===== src/design/gif_cfg.svh =====
// Constants for the global interrupt flag block: offsets, bit positions and reset values.
`ifndef GIF_CFG_SVH
`define GIF_CFG_SVH

// ==========================================================================
// Register offsets and reset values
// ==========================================================================
`define GIF_LOW_OFFSET 8'h00
`define GIF_HIGH_OFFSET 8'h04
`define GIF_FLAGS_RESET 8'h00
`define GIF_UNMAPPED_READ 8'h00
`define GIF_RESERVED_READ 1'b0

// ==========================================================================
// Bit positions in the low flag register
// ==========================================================================
`define GIF_LO_LDO_A_DROP 7
`define GIF_LO_LDO_B_DROP 6
`define GIF_LO_THERM_TWO 5
`define GIF_LO_THERM_ONE 4
`define GIF_LO_EN_RISE 3
`define GIF_LO_EN_FALL 2
`define GIF_LO_PIN_A_RISE 1
`define GIF_LO_PIN_A_FALL 0

// ==========================================================================
// Bit positions in the high flag register
// ==========================================================================
`define GIF_HI_RESERVED 7
`define GIF_HI_LDO_B_FAULT 6
`define GIF_HI_LDO_A_FAULT 5
`define GIF_HI_TIMEOUT 4
`define GIF_HI_PIN_C_RISE 3
`define GIF_HI_PIN_C_FALL 2
`define GIF_HI_PIN_B_RISE 1
`define GIF_HI_PIN_B_FALL 0

// ==========================================================================
// Positions in the synchronised event vector
// ==========================================================================
`define GIF_EV_LDO_A_DROP 0
`define GIF_EV_LDO_B_DROP 1
`define GIF_EV_THERM_TWO 2
`define GIF_EV_THERM_ONE 3
`define GIF_EV_EN_PIN 4
`define GIF_EV_PIN_A 5
`define GIF_EV_PIN_B 6
`define GIF_EV_PIN_C 7
`define GIF_EV_LDO_A_FAULT 8
`define GIF_EV_LDO_B_FAULT 9
`define GIF_EV_TIMEOUT 10
`define GIF_EV_WIDTH 11
`define GIF_EV_RESET 11'h000
`define GIF_ARM_RESET 2'h0

`endif


===== src/design/gif_pkg.sv =====
// Types shared by the global interrupt flag block.
`include "gif_cfg.svh"
package gif_pkg;
	typedef logic [7:0] gif_byte_t;
	typedef logic [`GIF_EV_WIDTH-1:0] gif_events_t;
	typedef logic [2:0] gif_pins_t;
	typedef logic [15:0] gif_mask_t;
endpackage


===== src/design/gif_global_flags.sv =====
// Global interrupt flag registers with read-to-clear and interrupt drive.
//
// Notes on behaviour
// - Flags stay set until register read clears.
// - Low bits 7/6 catch dropout onset.
// - Low bits 5/4 catch thermal threshold crossings.
// - Low bit 3 catches enable pin rise.
// - Low bit 2 catches enable pin fall.
// - Input pin rising edges set rise flags.
// - Input pin falling edges set fall flags.
// - Input pin edges count only when configured input.
// - High bits 6/5 catch regulator faults.
// - High bit 4 catches buck-boost timeout.
// - High bit 7 reserved, reads zero here.
// - Interrupt drive from unmasked flags, readable status.
`timescale 1ns/100ps
`include "gif_cfg.svh"

module gif_global_flags #(
	parameter int ADDR_W = 8
) (
	input wire logic clk_i,
	input wire logic arst_n_i,
	input wire logic ldo_a_dropout_i,
	input wire logic ldo_b_dropout_i,
	input wire logic thermal_alarm_one_i,
	input wire logic thermal_alarm_two_i,
	input wire logic active_low_enable_pin_n_i,
	input wire gif_pkg::gif_pins_t input_pin_i,
	input wire gif_pkg::gif_pins_t input_pin_is_input_i,
	input wire logic ldo_a_fault_i,
	input wire logic ldo_b_fault_i,
	input wire logic buck_boost_timeout_i,
	input wire gif_pkg::gif_mask_t flag_mask_i,
	input wire logic reg_rd_i,
	input wire logic [ADDR_W-1:0] reg_addr_i,
	output gif_pkg::gif_byte_t reg_rd_data_o,
	output logic reg_rd_valid_o,
	output logic irq_status_o,
	output logic interrupt_request_pin_o,
	output logic interrupt_request_pin_oe_n_o
);
	import gif_pkg::*;

	localparam logic [ADDR_W-1:0] LOW_ADDR = ADDR_W'(`GIF_LOW_OFFSET);
	localparam logic [ADDR_W-1:0] HIGH_ADDR = ADDR_W'(`GIF_HIGH_OFFSET);

	if (ADDR_W < 3) begin : g_bad_addr
		$error("ADDR_W too narrow to hold the register offsets");
	end

	// ======================================================================
	// Input synchronisers
	// ======================================================================
	gif_events_t raw_ev;
	gif_events_t sync1_r;
	gif_events_t sync2_r;

	assign raw_ev = {buck_boost_timeout_i, ldo_b_fault_i, ldo_a_fault_i, input_pin_i,
		active_low_enable_pin_n_i, thermal_alarm_one_i, thermal_alarm_two_i,
		ldo_b_dropout_i, ldo_a_dropout_i};

	for (genvar i = 0; i < `GIF_EV_WIDTH; i++) begin : g_sync
		always_ff @(posedge clk_i or negedge arst_n_i) begin
			if (!arst_n_i) begin
				sync1_r[i] <= 1'b0;
				sync2_r[i] <= 1'b0;
			end else begin
				sync1_r[i] <= raw_ev[i];
				sync2_r[i] <= sync1_r[i];
			end
		end
	end

	// ======================================================================
	// Edge detection
	// ======================================================================
	// The arm counter holds off edge detection until the synchronisers carry
	// real pin levels, so reset release does not fake an edge.
	gif_events_t prev_r;
	gif_events_t prev_nxt;
	logic [1:0] arm_r;
	logic [1:0] arm_nxt;
	logic armed;
	gif_events_t rise;
	gif_events_t fall;

	always_comb begin
		prev_nxt = sync2_r;
		arm_nxt = armed ? arm_r : arm_r + 2'h1;
	end

	always_ff @(posedge clk_i or negedge arst_n_i) begin
		if (!arst_n_i) begin
			prev_r <= `GIF_EV_RESET;
			arm_r <= `GIF_ARM_RESET;
		end else begin
			prev_r <= prev_nxt;
			arm_r <= arm_nxt;
		end
	end

	assign armed = (arm_r == 2'h3);
	assign rise = sync2_r & ~prev_r & {`GIF_EV_WIDTH{armed}};
	assign fall = ~sync2_r & prev_r & {`GIF_EV_WIDTH{armed}};

	// ======================================================================
	// Flag set terms
	// ======================================================================
	gif_byte_t set_low;
	gif_byte_t set_high;

	always_comb begin
		set_low = 8'h00;
		set_high = 8'h00;
		set_low[`GIF_LO_LDO_A_DROP] = rise[`GIF_EV_LDO_A_DROP];
		set_low[`GIF_LO_LDO_B_DROP] = rise[`GIF_EV_LDO_B_DROP];
		set_low[`GIF_LO_THERM_TWO] = rise[`GIF_EV_THERM_TWO];
		set_low[`GIF_LO_THERM_ONE] = rise[`GIF_EV_THERM_ONE];
		set_low[`GIF_LO_EN_RISE] = rise[`GIF_EV_EN_PIN];
		set_low[`GIF_LO_EN_FALL] = fall[`GIF_EV_EN_PIN];
		set_low[`GIF_LO_PIN_A_RISE] = rise[`GIF_EV_PIN_A] & input_pin_is_input_i[0];
		set_low[`GIF_LO_PIN_A_FALL] = fall[`GIF_EV_PIN_A] & input_pin_is_input_i[0];
		set_high[`GIF_HI_LDO_B_FAULT] = rise[`GIF_EV_LDO_B_FAULT];
		set_high[`GIF_HI_LDO_A_FAULT] = rise[`GIF_EV_LDO_A_FAULT];
		set_high[`GIF_HI_TIMEOUT] = rise[`GIF_EV_TIMEOUT];
		set_high[`GIF_HI_PIN_C_RISE] = rise[`GIF_EV_PIN_C] & input_pin_is_input_i[2];
		set_high[`GIF_HI_PIN_C_FALL] = fall[`GIF_EV_PIN_C] & input_pin_is_input_i[2];
		set_high[`GIF_HI_PIN_B_RISE] = rise[`GIF_EV_PIN_B] & input_pin_is_input_i[1];
		set_high[`GIF_HI_PIN_B_FALL] = fall[`GIF_EV_PIN_B] & input_pin_is_input_i[1];
	end

	// ======================================================================
	// Flag registers and read port
	// ======================================================================
	// A read returns the flags as they stood before the clear; an event in the
	// read cycle is kept and shows on the following read.
	gif_byte_t flags_low_r;
	gif_byte_t flags_low_nxt;
	gif_byte_t flags_high_r;
	gif_byte_t flags_high_nxt;
	gif_byte_t rd_data_r;
	gif_byte_t rd_data_nxt;
	logic rd_valid_r;
	logic rd_valid_nxt;
	logic rd_low;
	logic rd_high;

	assign rd_low = reg_rd_i && (reg_addr_i == LOW_ADDR);
	assign rd_high = reg_rd_i && (reg_addr_i == HIGH_ADDR);

	always_comb begin
		flags_low_nxt = (flags_low_r & ~{8{rd_low}}) | set_low;
		flags_high_nxt = (flags_high_r & ~{8{rd_high}}) | set_high;
		rd_valid_nxt = reg_rd_i;
		rd_data_nxt = rd_data_r;
		if (rd_low) begin
			rd_data_nxt = flags_low_r;
		end else if (rd_high) begin
			rd_data_nxt = flags_high_r;
			rd_data_nxt[`GIF_HI_RESERVED] = `GIF_RESERVED_READ;
		end else if (reg_rd_i) begin
			rd_data_nxt = `GIF_UNMAPPED_READ;
		end
	end

	always_ff @(posedge clk_i or negedge arst_n_i) begin
		if (!arst_n_i) begin
			flags_low_r <= `GIF_FLAGS_RESET;
			flags_high_r <= `GIF_FLAGS_RESET;
			rd_data_r <= `GIF_FLAGS_RESET;
			rd_valid_r <= 1'b0;
		end else begin
			flags_low_r <= flags_low_nxt;
			flags_high_r <= flags_high_nxt;
			rd_data_r <= rd_data_nxt;
			rd_valid_r <= rd_valid_nxt;
		end
	end

	assign reg_rd_data_o = rd_data_r;
	assign reg_rd_valid_o = rd_valid_r;

	// ======================================================================
	// Interrupt drive
	// ======================================================================
	// The pin is open drain: it is pulled low while the drive is active.
	logic pending;
	logic irq_r;
	logic irq_nxt;
	logic oe_n_r;
	logic oe_n_nxt;
	logic pin_r;
	logic pin_nxt;

	assign pending = |({flags_high_r, flags_low_r} & ~flag_mask_i);

	always_comb begin
		irq_nxt = pending;
		oe_n_nxt = ~pending;
		pin_nxt = 1'b0;
	end

	always_ff @(posedge clk_i or negedge arst_n_i) begin
		if (!arst_n_i) begin
			irq_r <= 1'b0;
			oe_n_r <= 1'b1;
			pin_r <= 1'b0;
		end else begin
			irq_r <= irq_nxt;
			oe_n_r <= oe_n_nxt;
			pin_r <= pin_nxt;
		end
	end

	assign irq_status_o = irq_r;
	assign interrupt_request_pin_oe_n_o = oe_n_r;
	assign interrupt_request_pin_o = pin_r;
endmodule // gif_global_flags


===== config.mk =====
export PLATFORM = sky130hd
export DESIGN_NAME = gif_global_flags
export DESIGN_NICKNAME = d
export VERILOG_FILES = /design/src/design/gif_pkg.sv /design/src/design/gif_global_flags.sv
export VERILOG_INCLUDE_DIRS = /design/src /design/src/design
export SDC_FILE = /design/constraint.sdc
export NUM_CORES = 1
export LEC_CHECK = 0
export BUFFER_PORTS_ARGS = -buffer_cell sky130_fd_sc_hd__buf_2
export CORE_MARGIN = 2
export CORE_UTILIZATION = 40
export CTS_CLUSTER_DIAMETER = 200
export CTS_CLUSTER_SIZE = 12
export DETAILED_ROUTE_END_ITERATION = 7
export GPL_ROUTABILITY_DRIVEN = 0
export PLACE_DENSITY = 0.63
export SKIP_LAST_GASP = 1
export SYNTH_ARGS = -nofsm -noshare
export SYNTH_HDL_FRONTEND = slang
export SYNTH_SLANG_ARGS = --single-unit
export TNS_END_PERCENT = 20

===== constraint.sdc =====
create_clock -name clk_i -period 2.7 [get_ports clk_i]
set_input_delay 0.54 -clock clk_i [delete_from_list [all_inputs] [get_ports clk_i]]
set_output_delay 0.54 -clock clk_i [all_outputs]
set_load 0.1 [all_outputs]

==> impl_metrics.json <==
{
  "drtIter0Drc": 37,
  "core_area_um2": 5200,
  "htree_levels": 3,
  "p_per_area_nw_per_um2": 652,
  "ys_seq_elements": 62,
  "hpwl_um": 2820,
  "cap_violations": 0,
  "crit_family": "flip-flops",
  "vias_per_cell": 4.74,
  "clkSlewWorstSetupHoldPaths_ns": 0.06,
  "maxSlewViolCount": 0,
  "pwr-share-clk_pct": 39.0,
  "r2r_cells": 2,
  "path_cells": "buf_2",
  "insertion_delay_ns": 0.32,
  "grt_max_degree": 34,
  "cts-resized-gates": 0,
  "cp_max_fo": 1,
  "cp.buffers_inverters": 1,
  "crit_start": "interrupt_request_pin_oe_n_o",
  "rsz0062_at_grt": "no",
  "ys_warn_count": 0,
  "rrSetupSlack_ns": 1.26,
  "die_w_um": 78.1,
  "nets": 252,
  "setup_viol": 0,
  "start_util_pct": 42.2,
  "dieArea_um2": 6100,
  "arrival_ns": 1.25,
  "holdWs_ns": 0.266,
  "grt_pass1_wl_um": 6730,
  "fin_tns_setup_ns": 0,
  "synthCells": 152,
  "seq_power_share_pct": 55.2,
  "tritoncts": "yes",
  "slowest_delay_ns": 0.51,
  "holdBufCountCts": 0,
  "cpMaxStageDelayCell": "dfstp_2",
  "crit_cells": 1,
  "synth.distinct_cells": 26,
  "drive_above_1_share_pct": 33.5,
  "endpoint": "interrupt_request_pin_oe_n_o",
  "ios": 53,
  "cts_sinks": 62,
  "syn_nets": 194,
  "fin_worst_skew_ns": 0.00411,
  "area_growth_pct": 22.8,
  "cp-end-kind": "output pin",
  "p_int_uw": 1350,
  "grt_pass1_vias": 1438,
  "antenna_found_initial": 0,
  "outcome": "finished, final reports clean",
  "final_cells": 285,
  "hold_viol": 0,
  "fillers": 474,
  "finalCriticalPeriod_ns": 1.79,
  "max-slew-margin-rel_pct": 52.5,
  "syn-cell-area_um2": 2200,
  "ir_drop_uv": 306,
  "dp_cells": 269,
  "p_sw_uw": 408,
  "wl_per_cell_um": 13.9,
  "worstPathRequired_ns": 2.16,
  "syn_avg_cell_area_um2": 14.5,
  "leakage_uw": 0.00127,
  "die_y_um": 78.1,
  "switching_share_pct": 23.2,
  "drcViolationCount": 0,
  "grt_use_total_pct": 14.6,
  "numPortBuffers": 51,
  "postRouteAntennaNets": 0,
  "placed_cell_area_um2": 2530,
  "max_freq_ghz": 0.558,
  "ys_seq_area_share_pct": 70.7,
  "num_antenna_cells": 0,
  "grt-ovfl-total": 0,
  "cts_buffers": 9,
  "holdCritPathClass": "in -> async",
  "period_share_pct": 66.3,
  "num_vias": 1351,
  "final_cell_area_um2": 2700,
  "post_cts_buffers": 0,
  "cp-start-kind": "flop",
  "row_count": 26,
  "regToRegStartpoint": "arm_r[0]",
  "cts_root_buf": "clkbuf_8",
  "tightest_slew_ns": 0.712,
  "combPwrFrac_pct": 5.7,
  "wl_um": 3960,
  "r2r-end": "arm_r[1]",
  "drtPass1Iterations": 4,
  "path_class": "reg -> out",
  "clockBufferDepth": 2
}
[per-layer routing]
layer  share of wire, %  track usage (%)  vias to the layer above
met5                  0                0                        -
met4                1.7             6.84                        0
met3                5.5             4.83                        7
met2                 50             23.0                       37
met1                 43             18.3                      660
li1                   -                -                      647
[worst reg2reg max path, delay by kind of cell, from the launching register on]
family	cells	cell delay (ns)
fa+ha+maj	1	0.57
mux	1	0.40
flops	1	0.36
[power by group through the flow]
stage	sequential, uW	clock [uW]	combinational, uW
5_1_grt	974	755	113
6_report	971	686	101
4_1_cts	971	710	104
3_3_place_gp	987	0	101
2_1_floorplan	996	0	34.0
3_5_place_dp	988	0	103
[final cells by class]
type | count | area, um2 | area share (%)
inverters | 19 | 71.3 | 2.64
multi-input cells | 66 | 544 | 20.2
repair buffers | 52 | 275 | 10.2
well taps | 70 | 87.6 | 3.25
clock buffers | 12 | 145 | 5.38
clock inverters | 4 | 22.5 | 0.834
flip-flops and latches | 62 | 1550 | 57.5
[Yosys cell counts (all sizes together)]
master / number / area share [%]
a2111oi: 3 / 1.2
a32o: 13 / 5.9
and2: 1 / 0.28
and4: 1 / 0.40
buf: 4 / 1.1
clkbuf: 1 / 0.17
conb: 1 / 0.17
dfrtp: 61 / 69
dfstp: 1 / 1.2
ha: 1 / 0.57
inv: 19 / 3.2
mux2: 1 / 0.51
mux2i: 7 / 3.2
nand2: 3 / 0.51
nand2b: 3 / 0.85
nand3: 1 / 0.46
nand3b: 1 / 0.51
nand4: 1 / 0.28
nor2b: 15 / 4.3
nor4: 1 / 0.57
nor4b: 1 / 1.1
o2111a: 1 / 0.51
o22ai: 8 / 2.3
o2bb2ai: 2 / 0.80
xnor2: 1 / 0.40
[how the worst min path moves through the flow]
stage / startpoint / end / slack [ns] / cells past startpoint
after CTS: arst_n_i / sync1_r[1] / 0.27 / 1
after global placement: sync1_r[7] / prev_nxt[7] / 0.33 / 0
after global routing: buck_boost_timeout_i / sync1_r[10] / 0.29 / 1
final: arst_n_i / sync1_r[8] / 0.27 / 1
after detailed placement: sync1_r[2] / prev_nxt[2] / 0.33 / 0
after floorplan: arst_n_i / arm_r[0] / 0.24 / 0
[cell usage in the layout (no fill, tap or decap), drive strengths merged, types with 2 or more instances in the layout]
cell     Yosys  final
a2111oi      3      3
a32o        13     13
buf          4     52
clkbuf       1     12
clkinv       0      3
dfrtp       61     61
inv         19     19
mux2i        7      7
nand2        3      3
nand2b       3      3
nor2b       15     15
o22ai        8      8
o2bb2ai      2      2
[sequential cells by signal (all words and copies together), names as in the netlist]
name / flops
irq_status_o: 1
reg_rd_data_o: 8
prev_nxt: 11
flags_low_r: 8
sync1_r: 11
reg_rd_valid_o: 1
arm_r: 2
prev_r: 11
flags_high_r: 8
interrupt_request_pin_oe_n_o: 1
[cells by family after synthesis]
group,share of synthesized area [%]
buf+inv,4.56
mux,3.70
other cells,0.171
fa+ha+maj,0.569
compound gates,10.7
flops,70.7
simple gates,9.23
xor+xnor,0.399
[through the flow]
step / total power [uW] / util, % / setup slack (ns)
detailed placement: 1090 / 48.6 / 0.958
global placement: 1090 / 48.6 / 0.949
CTS: 1780 / 51.9 / 0.885
global route: 1840 / 51.9 / 0.872
finish: 1760 / 51.9 / 0.909
floorplan: 1030 / - / 1.22
(Power assumes the default switching activity.)
